$ cat src/shared/card_if_defines.svh
`ifndef CARD_IF_DEFINES_SVH
`define CARD_IF_DEFINES_SVH

// Clock period in ns (20 MHz)
`define CLK_PERIOD_NS      50
// Supply must stay good this long before ready is raised, in ns
`define SUPPLY_SETTLE_NS   20000
// Least time, rounded up to whole cycles
`define SUPPLY_SETTLE_CYC  ((`SUPPLY_SETTLE_NS + `CLK_PERIOD_NS - 1) / `CLK_PERIOD_NS)
`define SETTLE_CNT_W       10
// Number of data line pairs: data, aux 1, aux 2
`define LINE_PAIRS         3
// Supply select codes
`define VSEL_OFF           2'h0
`define VSEL_LOW           2'h1
`define VSEL_MID           2'h2
`define VSEL_HIGH          2'h3

`endif

$ cat src/shared/card_if_pkg.sv
package card_if_pkg;

    typedef enum logic [3:0] {
        SEQ_IDLE   = 4'b0001,
        SEQ_RAMP   = 4'b0010,
        SEQ_ACTIVE = 4'b0100,
        SEQ_DEACT  = 4'b1000
    } seq_state_t;

    typedef enum logic [2:0] {
        DIR_NEUTRAL  = 3'b001,
        DIR_HOST_IN  = 3'b010,
        DIR_CARD_IN  = 3'b100
    } dir_state_t;

endpackage

$ cat src/logic/line_sync.sv
`timescale 1ns/10ps
`default_nettype none
// Two flop synchroniser for a vector of pin inputs
module line_sync #(
    parameter int W   = 1,
    parameter logic [W-1:0] INIT = '0
) (
    // Clock and reset
    input  wire logic         clk_i,
    input  wire logic         rst_i,
    // Data
    input  wire logic [W-1:0] async_i,
    output logic      [W-1:0] sync_o
);

    logic [W-1:0] meta_ff;
    logic [W-1:0] sync_ff;

    always_ff @(posedge clk_i) begin
        if (rst_i) begin
            meta_ff <= INIT;
            sync_ff <= INIT;
        end else begin
            meta_ff <= async_i;
            sync_ff <= meta_ff;
        end
    end

    assign sync_o = sync_ff;

endmodule
`default_nettype wire

$ cat src/logic/line_arbiter.sv
`timescale 1ns/10ps
`default_nettype none
`include "card_if_defines.svh"
// Direction arbitration for one host/card line pair
module line_arbiter (
    // Clock and reset
    input  wire logic clk_i,
    input  wire logic rst_i,
    // Control
    input  wire logic rx_en_i,
    input  wire logic pass_en_i,
    // Synchronised line levels
    input  wire logic host_in_i,
    input  wire logic card_in_i,
    // Drives, open-drain style: enable pulls low; then the two direction flags
    output logic      host_drive_low_o,
    output logic      card_drive_low_o,
    output logic      card_idle_low_o,
    output logic      host_is_input_o,
    output logic      card_is_input_o
);

    card_if_pkg::dir_state_t state_ff;
    card_if_pkg::dir_state_t nxt_state;
    logic host_prev_ff;
    logic card_prev_ff;
    logic host_ff;
    logic card_ff;

    wire host_fall = host_prev_ff & ~host_in_i;
    wire card_fall = card_prev_ff & ~card_in_i;
    wire host_rise = ~host_prev_ff & host_in_i;
    wire card_rise = ~card_prev_ff & card_in_i;

    always_comb begin
        nxt_state = state_ff;
        case (state_ff)
            card_if_pkg::DIR_NEUTRAL: begin
                // Host wins a same-cycle tie; host is the expected talker
                if (!rx_en_i) nxt_state = card_if_pkg::DIR_NEUTRAL;
                else if (host_fall) nxt_state = card_if_pkg::DIR_HOST_IN;
                else if (card_fall) nxt_state = card_if_pkg::DIR_CARD_IN;
            end
            card_if_pkg::DIR_HOST_IN: begin
                if (!rx_en_i || host_rise) nxt_state = card_if_pkg::DIR_NEUTRAL;
            end
            card_if_pkg::DIR_CARD_IN: begin
                if (!rx_en_i || card_rise) nxt_state = card_if_pkg::DIR_NEUTRAL;
            end
            default: nxt_state = card_if_pkg::DIR_NEUTRAL;
        endcase
    end

    always_ff @(posedge clk_i) begin
        if (rst_i) begin
            state_ff     <= card_if_pkg::DIR_NEUTRAL;
            host_prev_ff <= 1'b1;
            card_prev_ff <= 1'b1;
            host_ff      <= 1'b0;
            card_ff      <= 1'b0;
        end else begin
            state_ff     <= nxt_state;
            host_prev_ff <= host_in_i;
            card_prev_ff <= card_in_i;
            // Mirror the input side onto the output side
            host_ff      <= pass_en_i && nxt_state == card_if_pkg::DIR_CARD_IN && !card_in_i;
            card_ff      <= pass_en_i && nxt_state == card_if_pkg::DIR_HOST_IN && !host_in_i;
        end
    end

    assign host_drive_low_o = host_ff;
    assign card_drive_low_o = card_ff;
    assign card_idle_low_o  = ~rx_en_i;
    assign host_is_input_o  = state_ff == card_if_pkg::DIR_HOST_IN;
    assign card_is_input_o  = state_ff == card_if_pkg::DIR_CARD_IN;

endmodule
`default_nettype wire

$ cat src/logic/card_interface_select_fault_io.sv
// Notes on behaviour
// - Idle with supplies off, status mirrors card presence.
// - Idle: no fault checks, no deactivation.
// - In ramp or active, extraction or fault drives status low.
// - Status low in session starts deactivation immediately.
// - Chip select high: host inputs steer directly.
// - Activated and selected: data pairs pass through.
// - Chip select fall latches host control inputs.
// - Chip select low blocks all data transfer.
// - Chip select low floats status and ready.
// - Fault and presence sensing ignore chip select.
// - Card lines low until reception is enabled.
// - Host data and aux lines high after reset.
// - First falling side becomes input, other driven.
// - Rising edge on input returns pair neutral.
// - Supply command low ramps; both low selects lowest.
// - Ready rises after supply good for 20 us.
// - Over-current and extraction force deactivation; under-voltage only once ready.
`timescale 1ns/10ps
`default_nettype none
`include "card_if_defines.svh"
module card_interface_select_fault_io (
    // Clock and reset
    input  wire logic       clk_i,
    input  wire logic       rst_i,
    // Host control pins
    input  wire logic       chip_select_i,
    input  wire logic       supply_cmd_mid_n_i,
    input  wire logic       supply_cmd_high_n_i,
    input  wire logic       host_card_reset_in_i,
    input  wire logic       host_card_clock_in_i,
    // Card and supply sensing
    input  wire logic       card_presence_in_i,
    input  wire logic       supply_ok_i,
    input  wire logic       over_current_i,
    input  wire logic       deact_done_i,
    // Host-side two-way lines: data, aux 1, aux 2
    input  wire logic [2:0] host_line_i,
    output logic      [2:0] host_line_o,
    output logic      [2:0] host_line_oe_o,
    // Card-side two-way lines: data, aux 1, aux 2
    input  wire logic [2:0] card_line_i,
    output logic      [2:0] card_line_o,
    output logic      [2:0] card_line_oe_o,
    // Status open-drain outputs
    output logic            card_status_o,
    output logic            card_status_oe_o,
    output logic            supply_good_o,
    output logic            supply_good_oe_o,
    // Card control and supply
    output logic            card_reset_o,
    output logic            card_clock_o,
    output logic      [1:0] supply_select_o,
    output logic            deactivating_o
);

    localparam int SETTLE_CYC = `SUPPLY_SETTLE_CYC;

    // Synchronised pins
    logic [7:0] sync_bus;
    logic [2:0] host_s;
    logic [2:0] card_s;
    line_sync #(.W(8), .INIT(8'h0E)) u_ctl_sync (
        .clk_i   (clk_i),
        .rst_i   (rst_i),
        .async_i ({over_current_i, supply_ok_i, card_presence_in_i, host_card_clock_in_i,
                   host_card_reset_in_i, supply_cmd_high_n_i, supply_cmd_mid_n_i, chip_select_i}),
        .sync_o  (sync_bus)
    );
    line_sync #(.W(6), .INIT(6'h3F)) u_line_sync (
        .clk_i   (clk_i),
        .rst_i   (rst_i),
        .async_i ({card_line_i, host_line_i}),
        .sync_o  ({card_s, host_s})
    );

    wire cs_s    = sync_bus[0];
    wire mid_s   = sync_bus[1];
    wire high_s  = sync_bus[2];
    wire rst_s   = sync_bus[3];
    wire clk_s   = sync_bus[4];
    wire card_presence_in_s  = sync_bus[5];
    wire vok_s   = sync_bus[6];
    wire oc_s    = sync_bus[7];

    // Held host controls while deselected
    logic       mid_hold_ff;
    logic       high_hold_ff;
    logic       rst_hold_ff;
    logic       clk_hold_ff;
    always_ff @(posedge clk_i) begin
        if (rst_i) begin
            mid_hold_ff  <= 1'b1;
            high_hold_ff <= 1'b1;
            rst_hold_ff  <= 1'b0;
            clk_hold_ff  <= 1'b0;
        end else if (cs_s) begin
            mid_hold_ff  <= mid_s;
            high_hold_ff <= high_s;
            rst_hold_ff  <= rst_s;
            clk_hold_ff  <= clk_s;
        end
    end

    // Effective host controls: live when selected, frozen otherwise
    wire mid_eff  = cs_s ? mid_s  : mid_hold_ff;
    wire high_eff = cs_s ? high_s : high_hold_ff;
    wire rst_eff  = cs_s ? rst_s  : rst_hold_ff;
    wire clk_eff  = cs_s ? clk_s  : clk_hold_ff;
    wire session_req = ~mid_eff | ~high_eff;

    // Session sequencer
    card_if_pkg::seq_state_t seq_ff;
    card_if_pkg::seq_state_t nxt_seq;
    logic [`SETTLE_CNT_W-1:0] settle_ff;
    logic                     ready_ff;
    logic                     fault_ff;
    logic [1:0]               vsel_ff;
    logic [1:0]               nxt_vsel;

    // Fault sensing works whatever chip select does
    wire fault_now = ~card_presence_in_s | oc_s | (ready_ff & ~vok_s);
    wire in_session = seq_ff != card_if_pkg::SEQ_IDLE;
    wire fault_trip = in_session && seq_ff != card_if_pkg::SEQ_DEACT && fault_now;
    wire settle_done = settle_ff == `SETTLE_CNT_W'(SETTLE_CYC - 1);

    // Both low selects the lowest supply; later single edges are not re-evaluated
    assign nxt_vsel = (~mid_eff & ~high_eff) ? `VSEL_LOW :
                      (~high_eff)            ? `VSEL_HIGH :
                      (~mid_eff)             ? `VSEL_MID : `VSEL_OFF;

    always_comb begin
        nxt_seq = seq_ff;
        case (seq_ff)
            card_if_pkg::SEQ_IDLE: begin
                // Idle never reacts to faults, only to a request with a card present
                if (session_req && card_presence_in_s) nxt_seq = card_if_pkg::SEQ_RAMP;
            end
            card_if_pkg::SEQ_RAMP: begin
                if (fault_trip || !session_req) nxt_seq = card_if_pkg::SEQ_DEACT;
                else if (vok_s && settle_done) nxt_seq = card_if_pkg::SEQ_ACTIVE;
            end
            card_if_pkg::SEQ_ACTIVE: begin
                if (fault_trip || !session_req) nxt_seq = card_if_pkg::SEQ_DEACT;
            end
            card_if_pkg::SEQ_DEACT: begin
                if (deact_done_i && !session_req) nxt_seq = card_if_pkg::SEQ_IDLE;
            end
            default: nxt_seq = card_if_pkg::SEQ_IDLE;
        endcase
    end

    always_ff @(posedge clk_i) begin
        if (rst_i) begin
            seq_ff    <= card_if_pkg::SEQ_IDLE;
            settle_ff <= '0;
            ready_ff  <= 1'b0;
            fault_ff  <= 1'b0;
            vsel_ff   <= `VSEL_OFF;
        end else begin
            seq_ff <= nxt_seq;
            if (seq_ff == card_if_pkg::SEQ_RAMP && vok_s && !settle_done)
                settle_ff <= settle_ff + `SETTLE_CNT_W'(1);
            else if (seq_ff != card_if_pkg::SEQ_RAMP || !vok_s)
                settle_ff <= '0;
            ready_ff <= nxt_seq == card_if_pkg::SEQ_ACTIVE;
            // Fault flag is set the cycle deactivation begins
            if (fault_trip) fault_ff <= 1'b1;
            else if (nxt_seq == card_if_pkg::SEQ_IDLE) fault_ff <= 1'b0;
            if (seq_ff == card_if_pkg::SEQ_IDLE) vsel_ff <= nxt_vsel;
            else if (nxt_seq == card_if_pkg::SEQ_IDLE) vsel_ff <= `VSEL_OFF;
        end
    end

    // Status level: presence when idle, fault indicator in session
    wire status_lvl = in_session ? ~(fault_ff | fault_trip) : card_presence_in_s;

    // Status outputs: open drain, released whenever deselected
    logic status_low_ff;
    logic ready_low_ff;
    always_ff @(posedge clk_i) begin
        if (rst_i) begin
            status_low_ff <= 1'b0;
            ready_low_ff  <= 1'b0;
        end else begin
            status_low_ff <= ~status_lvl;
            ready_low_ff  <= ~ready_ff;
        end
    end
    assign card_status_o    = 1'b0;
    assign card_status_oe_o = cs_s & status_low_ff;
    assign supply_good_o    = 1'b0;
    assign supply_good_oe_o = cs_s & ready_low_ff;

    // Card control: held low outside the active state
    wire active = seq_ff == card_if_pkg::SEQ_ACTIVE;
    logic card_reset_ff;
    logic card_clock_ff;
    always_ff @(posedge clk_i) begin
        if (rst_i) begin
            card_reset_ff <= 1'b0;
            card_clock_ff <= 1'b0;
        end else begin
            card_reset_ff <= active & rst_eff;
            card_clock_ff <= active & clk_eff;
        end
    end
    assign card_reset_o    = card_reset_ff;
    assign card_clock_o    = card_clock_ff;
    assign supply_select_o = vsel_ff;
    assign deactivating_o  = seq_ff == card_if_pkg::SEQ_DEACT;

    // Per-pair direction arbitration
    wire [2:0] host_dl;
    wire [2:0] card_dl;
    wire [2:0] card_idle;
    genvar gi;
    generate
        for (gi = 0; gi < `LINE_PAIRS; gi = gi + 1) begin : g_pair
            line_arbiter u_arb (
                .clk_i            (clk_i),
                .rst_i            (rst_i),
                .rx_en_i          (active),
                .pass_en_i        (cs_s),
                .host_in_i        (host_s[gi]),
                .card_in_i        (card_s[gi]),
                .host_drive_low_o (host_dl[gi]),
                .card_drive_low_o (card_dl[gi]),
                .card_idle_low_o  (card_idle[gi]),
                .host_is_input_o  (),
                .card_is_input_o  ()
            );
        end
    endgenerate

    // Host lines idle released (pulled high), card lines held low when off
    assign host_line_o    = 3'h0;
    assign host_line_oe_o = host_dl;
    assign card_line_o    = 3'h0;
    assign card_line_oe_o = card_dl | card_idle;

    AST_IDLE_STATUS: assert property (@(posedge clk_i) disable iff (rst_i)
        (!in_session && cs_s && $stable(card_presence_in_s)) |=> (status_low_ff == ~$past(card_presence_in_s)))
        else $error("status does not follow presence when idle");
    AST_IDLE_NO_DEACT: assert property (@(posedge clk_i) disable iff (rst_i)
        (seq_ff == card_if_pkg::SEQ_IDLE) |=> (seq_ff != card_if_pkg::SEQ_DEACT))
        else $error("deactivation from idle");
    AST_FAULT_DEACT: assert property (@(posedge clk_i) disable iff (rst_i)
        fault_trip |=> (seq_ff == card_if_pkg::SEQ_DEACT) && status_low_ff)
        else $error("fault did not start deactivation");
    AST_CS_FLOAT: assert property (@(posedge clk_i) disable iff (rst_i)
        !cs_s |-> !card_status_oe_o && !supply_good_oe_o)
        else $error("status driven while deselected");
    AST_CS_BLOCK: assert property (@(posedge clk_i) disable iff (rst_i)
        (!cs_s ##1 !cs_s) |-> (host_dl == 3'h0) && (card_dl == 3'h0))
        else $error("data passed while deselected");
    AST_CS_HOLD: assert property (@(posedge clk_i) disable iff (rst_i)
        (!cs_s && !$past(cs_s)) |-> $stable(mid_hold_ff) && $stable(rst_hold_ff))
        else $error("held controls changed while deselected");
    AST_CARD_LOW_OFF: assert property (@(posedge clk_i) disable iff (rst_i)
        !active |-> (card_line_oe_o == 3'h7))
        else $error("card lines not held low");
    AST_READY_SETTLE: assert property (@(posedge clk_i) disable iff (rst_i)
        $rose(ready_ff) |-> settle_ff == `SETTLE_CNT_W'(SETTLE_CYC - 1))
        else $error("ready before settle time");
    AST_BOTH_LOW: assert property (@(posedge clk_i) disable iff (rst_i)
        (seq_ff == card_if_pkg::SEQ_IDLE && !mid_eff && !high_eff) |=> vsel_ff == `VSEL_LOW)
        else $error("both commands did not select lowest supply");

    COV_ACTIVATE: cover property (@(posedge clk_i) disable iff (rst_i) $rose(ready_ff));
    COV_FAULT: cover property (@(posedge clk_i) disable iff (rst_i) fault_trip && active);
    COV_DESELECT: cover property (@(posedge clk_i) disable iff (rst_i) $fell(cs_s) && active);
    COV_PASS: cover property (@(posedge clk_i) disable iff (rst_i) |card_dl);

endmodule
`default_nettype wire

$ cat config.mk
export PLATFORM = sky130hd
export DESIGN_NAME = card_interface_select_fault_io
export DESIGN_NICKNAME = d
export VERILOG_FILES = /design/src/shared/card_if_pkg.sv /design/src/logic/line_sync.sv /design/src/logic/line_arbiter.sv /design/src/logic/card_interface_select_fault_io.sv
export VERILOG_INCLUDE_DIRS = /design/src /design/src/shared
export SDC_FILE = /design/constraint.sdc
export NUM_CORES = 1
export LEC_CHECK = 0
export BUFFER_PORTS_ARGS = -buffer_cell sky130_fd_sc_hd__buf_2
export CORE_MARGIN = 4
export CORE_UTILIZATION = 35
export CTS_BUF_LIST = sky130_fd_sc_hd__clkbuf_8
export CTS_CLUSTER_SIZE = 16
export DETAILED_ROUTE_END_ITERATION = 8
export RECOVER_POWER = 50
export SYNTH_ARGS = -nofsm -noshare
export SYNTH_HDL_FRONTEND = slang
export SYNTH_HIERARCHICAL = 1
export SYNTH_SLANG_ARGS = --single-unit
$ cat constraint.sdc
create_clock -name clk_i -period 4.75 [get_ports clk_i]
set_input_delay 0.95 -clock clk_i [delete_from_list [all_inputs] [get_ports clk_i]]
set_output_delay 0.95 -clock clk_i [all_outputs]
set_load 0.005 [all_outputs]
## Word-level counts from Yosys, hierarchy flattened

Index checks and enable logic that the tools add are counted.

| storage, ports and cells | value |
|---|---|
| bits of input ports | 17 |
| flip-flop bits (word level) | 75 |

| cells by class | value |
|---|---|
| reductions and logical operators | 40 |
| bitwise logic cells | 43 |
| multiplexer cells | 38 |
| equal/unequal tests | 25 |
| add/sub/neg operators | 1 |

Operators by type and width:

| kind | number |
|---|---|
| 2-to-1 mux 3 bit | 15 |
| case mux 3 bit (3 select lines) | 3 |
| 2-to-1 mux 10 bit | 2 |
| 2-to-1 mux 4 bit | 5 |
| inverter 1 bit | 20 |
| logical AND 1 bit | 19 |
| bitwise AND 1 bit | 18 |
| == test 3 x 2 -> 1 bit (second input constant) | 6 |
| == test 3 bit (second input constant) | 6 |
| case mux 4 bit (4 select lines) | 1 |
| adder 10 x 1 -> 10 bit (second input constant) | 1 |
| == test 10 x 9 -> 1 bit (second input constant) | 1 |
| logical NOT 1 bit | 10 |
| 2-to-1 mux 2 bit | 5 |
| == test 3 x 1 -> 1 bit (second input constant) | 3 |
| == test 4 x 1 -> 1 bit (second input constant) | 2 |
| == test 4 x 3 -> 1 bit (second input constant) | 2 |
| logical OR 1 bit | 8 |
| 2-to-1 mux 1 bit | 7 |
| nonzero test 2 bit | 3 |
| == test 4 x 2 -> 1 bit (second input constant) | 1 |
| == test 4 bit (second input constant) | 1 |
| inequality test 4 x 1 -> 1 bit (second input constant) | 1 |
| inequality test 4 x 2 -> 1 bit (second input constant) | 1 |
| other kinds (3) | 6 |

## Longest topological paths before layout

| depth | value |
|---|---|
| depth after elaboration | 10 |
| depth in mapped cells | 7 |

## Cells and area by module

The synthesis kept the hierarchy.

Modules (own cells, without submodules):

| module | area each (um2) | cells an instance | instances |
|---|---|---|---|
| card_interface_select_fault_io | 1268.7 | 135 | 1 |
| line_arbiter | 340.3 | 37 | 3 |
| line_sync (u_ctl_sync) | 439.2 | 33 | 1 |
| line_sync (u_line_sync) | 320.3 | 25 | 1 |

## Least setup slack after synthesis

No wires, ideal clock.

| timing | value |
|---|---|
| path kind | register -> output |
| start | register seq_ff[3] |
| end | output port card_line_oe_o[0] |
| buffers on the path | 1 |
| setup slack | 2.082 ns |
| data arrival time | 1.718 ns |
| data required time | 3.800 ns |
| cell stages (with the launch flop) | 5 |
| cell sequence | dfxtp_1 > buf_6 > nor4b_2 > inv_1 > or2_2 |

| on the way | value |
|---|---|
| cells in the longest elaborated chain, start to end | 3 |

RTL lines:

| element | RTL line | source |
|---|---|---|
| from (decl) | card_interface_select_fault_io.sv:113 | `card_if_pkg::seq_state_t seq_ff;` |
| from (signal assigned) | card_interface_select_fault_io.sv:155 | `seq_ff <= card_if_pkg::SEQ_IDLE;` |
| from (signal assigned) | card_interface_select_fault_io.sv:161 | `seq_ff <= nxt_seq;` |
| == test 4 x 3 -> 1 bit | card_interface_select_fault_io.sv:196 | `wire active = seq_ff == card_if_pkg::SEQ_ACTIVE;` |
| named net active | card_interface_select_fault_io.sv:196 |  |
| inverter 1 bit | line_arbiter.sv:73 | `assign card_idle_low_o = ~rx_en_i;` |
| named net card_idle[0] | card_interface_select_fault_io.sv:216 | `wire [2:0] card_idle;` |
| bitwise OR 3 bit | card_interface_select_fault_io.sv:240 | `assign card_line_oe_o = card_dl \| card_idle;` |
| to (decl) | card_interface_select_fault_io.sv:44 | `output logic [2:0] card_line_oe_o,` |

The timed path passes the listed nets, and every way through them passes these cells.

==> results_dict.tcl <==
set metrics [dict create \
    outcome "finished with violations" \
    violations "max-capacitance violations, max-slew violations" \
    tritoncts "yes" \
    grt_pass1_vias 2009 \
    slew_headroom -0.306 \
    detail_route.wirelength.met1_mm 2.59 \
    floorplan.initialDensity 0.366 \
    dieArea_um2 10300 \
    route.detailed.vias_per_inst 4.66 \
    cp_slowest_stage_delay_ns 1.37 \
    chipHeight_um 101 \
    area_of_combinational_cells_with_multiple_inputs_um2 1450 \
    synth.yosys.warnings 6 \
    timing.critical_path.from_type "input port" \
    grt_use_total 0.112 \
    max-cap-violations 1 \
    wl_per_cell_um 11.9 \
    dr_wl_met2_mm 2.46 \
    sequential_cell_area_um2 1500 \
    dp.final_hpwl_mm 3.61 \
    clkLatencyLatePin_ns 0.35 \
    critPathKind "input port to flop" \
    worst_clock_skew_ns 0.0117 \
    setup_slack_on_the_worst_flop_to_flop_path_ns 2.71 \
    maxClockFrequency_mhz 360 \
    grt-ovfl-total 0 \
    layout-drive-gt1-share 0.203 \
    post_synth_xor_area_fraction 0.0259 \
    cp-end-kind "flop" \
    synth_top_area_cell "sky130_fd_sc_hd__dfxtp_1" \
    nFillCells 838 \
    ioPinCount 38 \
    final_period_minus_worst_setup_slack_ns 2.78 \
    cts_hold_buffers 0 \
    top_layer "met4" \
    gp_congestion 0.792 \
    core.rowCount 33 \
    met3_length_um 219 \
    post_synth_main_area_contributors "sky130_fd_sc_hd__dfxtp_1 (49%), sky130_fd_sc_hd__nor2b_1 (3.7%), sky130_fd_sc_hd__or2_1 (3.7%)" \
    clkSinkCount 75 \
    vias 2093 \
    cts-root-to-sink-buffers 2 \
    timing.critical_path.fanout_max 55 \
    fraction_of_synthesis_flops_using_an_asynchronous_set_or_reset_pin 0 \
    clockRootBuffer "sky130_fd_sc_hd__clkbuf_8" \
    syn2layout_area_growth_pct 13.9 \
    portion_of_synthesized_cell_area_occupied_by_the_leading_cell_type 0.492 \
    final_util 0.416 \
    fin_crit_sh 0.584 \
    pwr_density_cell_nw_per_um2 339 \
    postSynthAreaPerCell_um2 10.0 \
    peakVddDrop_v 0.000142 \
    synth_enable_flop_cells 0 \
    setup-violations-final 0 \
    drt_first_pass_iters 4 \
    crit_chain "clkbuf_1 > nand3b_2 > nand2b_1 > nor2_1" \
    grt_start_max_net_pins 56 \
    synth_mux_area_frac 0.0205 \
    ctsResizeCount 0 \
    routed_wl_mm 5.36 \
    detail_route.drc_violations 0 \
    netlist-cell-type-count 54 \
    synth_ff_type "sky130_fd_sc_hd__dfxtp_1" \
    p_leak_nw 1.35 \
    core_area_um2 8340 \
    hp-class "flop to flop" \
    synth.cell_area_um2 3050 \
    cts_buffer_count 9 \
    rsz0062_at_grt "false" \
    synthCells 304 \
    chipWidth_um 101 \
    post-cts-setup-buffers 0 \
    synth_top_family_by_area "simple AND/OR/NAND/NOR gates" \
    worst_slew_pin_slew_ns 1.96 \
    cts_clk_pin_slew_worst_paths_ns 0.08 \
    synth_seq_area_share 0.492 \
    port_buffers 29 \
    synth-seq-cells 75 \
    antenna_fix_cells 0 \
    grt_pass1_wl_mm 9.11 \
    tns_ns 0 \
    yosys.area_share.adder 0.00821 \
    simple_gate_fraction_of_synth_area 0.290 \
    detailedRoute.firstIterationViolations 68 \
    timing.final.max_slew_violations 56 \
    synth_compound_gate_area_share 0.117 \
    hold_violations 0 \
    cpMaxStageDelayCell "sky130_fd_sc_hd__clkbuf_1" \
    arrival_ns 3.01 \
    required_ns 4.98 \
    cts_h_tree_lvls 3 \
    drtAntennaViolNets 0 \
    number_of_antenna_violations_at_the_first_check_in_global_routing 0 \
    nets 358 \
]
Yosys cell counts, types with 2 or more instances:
cell                        n
sky130_fd_sc_hd__o21bai_1   2
sky130_fd_sc_hd__nand2b_1  14
sky130_fd_sc_hd__nor3b_1    3
sky130_fd_sc_hd__xor2_1     6
sky130_fd_sc_hd__nor4_1     3
sky130_fd_sc_hd__ha_1       2
sky130_fd_sc_hd__nor3_1     4
sky130_fd_sc_hd__nor2_1    15
sky130_fd_sc_hd__nor4b_2    3
sky130_fd_sc_hd__nor2b_1   18
sky130_fd_sc_hd__and3_1     3
sky130_fd_sc_hd__o211ai_1   3
sky130_fd_sc_hd__buf_4      8
sky130_fd_sc_hd__a31oi_1    4
sky130_fd_sc_hd__clkbuf_1   2
sky130_fd_sc_hd__dfxtp_1   75
sky130_fd_sc_hd__o21ai_0    8
sky130_fd_sc_hd__a32o_1     2
sky130_fd_sc_hd__a21oi_1    8
sky130_fd_sc_hd__and2b_1    6
sky130_fd_sc_hd__a211oi_1   3
sky130_fd_sc_hd__inv_1     11
sky130_fd_sc_hd__a21boi_0   6
sky130_fd_sc_hd__buf_6      2
sky130_fd_sc_hd__mux2i_1    4
sky130_fd_sc_hd__mux2_2     2
sky130_fd_sc_hd__nand2_1    8
sky130_fd_sc_hd__a2111o_1   3
sky130_fd_sc_hd__xnor2_1    3
sky130_fd_sc_hd__nand4b_1   3
sky130_fd_sc_hd__or2_2     10
sky130_fd_sc_hd__and2b_2    3
sky130_fd_sc_hd__and2_1     4
sky130_fd_sc_hd__nor3b_2    3
sky130_fd_sc_hd__nand3b_1   2
sky130_fd_sc_hd__or3_1      3
sky130_fd_sc_hd__a22oi_1    3
sky130_fd_sc_hd__o211a_1    2
sky130_fd_sc_hd__nand3_1    8
sky130_fd_sc_hd__or2_1     18
flip-flops by register name, summed over array words and instances, names as in the netlist, 2 cells and up:
signal and cells:
u_ctl_sync/meta_ff 8, g_pair.u_arb/card_drive_low_o 3, supply_select_o 2, u_line_sync/sync_o 6, g_pair.u_arb/state_ff 9, g_pair.u_arb/card_prev_ff 3, u_line_sync/meta_ff 6, seq_ff 4
g_pair.u_arb/host_drive_low_o 3, u_ctl_sync/sync_o 8, settle_ff 10, g_pair.u_arb/host_prev_ff 3
layout by cell type, fill, tap and decap left out, types with 9 or more instances in the layout:
master / netlist / final
sky130_fd_sc_hd__inv_1: 11 / 12
sky130_fd_sc_hd__clkbuf_8: 0 / 9
sky130_fd_sc_hd__nor2_1: 15 / 15
sky130_fd_sc_hd__dfxtp_1: 75 / 75
sky130_fd_sc_hd__or2_2: 10 / 10
sky130_fd_sc_hd__nand2b_1: 14 / 14
sky130_fd_sc_hd__nor2b_1: 18 / 18
sky130_fd_sc_hd__or2_1: 18 / 18
sky130_fd_sc_hd__buf_2: 0 / 28
report_power, final:
part / leakage, nW / internal [mW] / switching, mW
logic: 0.629 / 0.0188 / 0.0190
registers: 0.613 / 0.643 / 0.00654
clock network: 0.107 / 0.247 / 0.243
final cells by class:
cell class / count / share of cell area
sequential: 75 / 0.432
multi-input combinational: 212 / 0.417
timing repair buffer: 30 / 0.0436
tap: 105 / 0.0378
clock buffer: 9 / 0.0357
clock inverter: 7 / 0.0220
inverter: 11 / 0.0119
metal layers:
metal,vias up,GRT usage
met5,-,0
met4,0,0.0521
li1,1104,-
met1,945,0.136
met3,7,0.0393
met2,37,0.179
stage by stage:
step | area [um2] | cells | setup slack [ns] | hold WS (ns) | power [mW]
after floorplan | 3080 | 311 | 2.08 | 0.383 | 0.692
after global placement | 3270 | 433 | 2.37 | 0.386 | 0.702
after detailed placement | 3270 | 433 | 2.35 | 0.389 | 0.702
after CTS | 3470 | 449 | 1.97 | 0.410 | 1.20
after global routing | 3470 | 449 | 1.72 | 0.423 | 1.23
final | 3470 | 449 | 1.97 | 0.408 | 1.18
logic make-up after synthesis:
logic type | count (synthesis)
and+or+nand+nor | 137
DFF | 75
AOI/OAI and AO/OA | 50
buffers and inverters | 24
xor gates and xnor gates | 9
muxes | 6
adders and majority gates | 2
other | 1
critical path, delay by kind of cell:
| kind | cells | cell delay [ns] |
|---|---|---|
| buffers and inverters | 1 | 1.37 |
| AND/OR/NAND/NOR | 3 | 0.67 |
worst paths after layout:
| kind | startpoint | to | cells after the start |
|---|---|---|---|
| hold / removal | u_ctl_sync/meta_ff[2]$_SDFF_PP1_ | u_ctl_sync/sync_o[2]$_SDFF_PP1_ | 1 |
| setup reg to reg | u_ctl_sync/sync_o[0]$_SDFF_PP0_ | seq_ff[1]$_SDFF_PP0_ | 6 |
| setup / recovery | rst_i | settle_ff[9]$_SDFFE_PP0P_ | 4 |
| hold reg to reg | u_ctl_sync/meta_ff[2]$_SDFF_PP1_ | u_ctl_sync/sync_o[2]$_SDFF_PP1_ | 1 |
No activity file was read; power rests on OpenSTA's default activity.
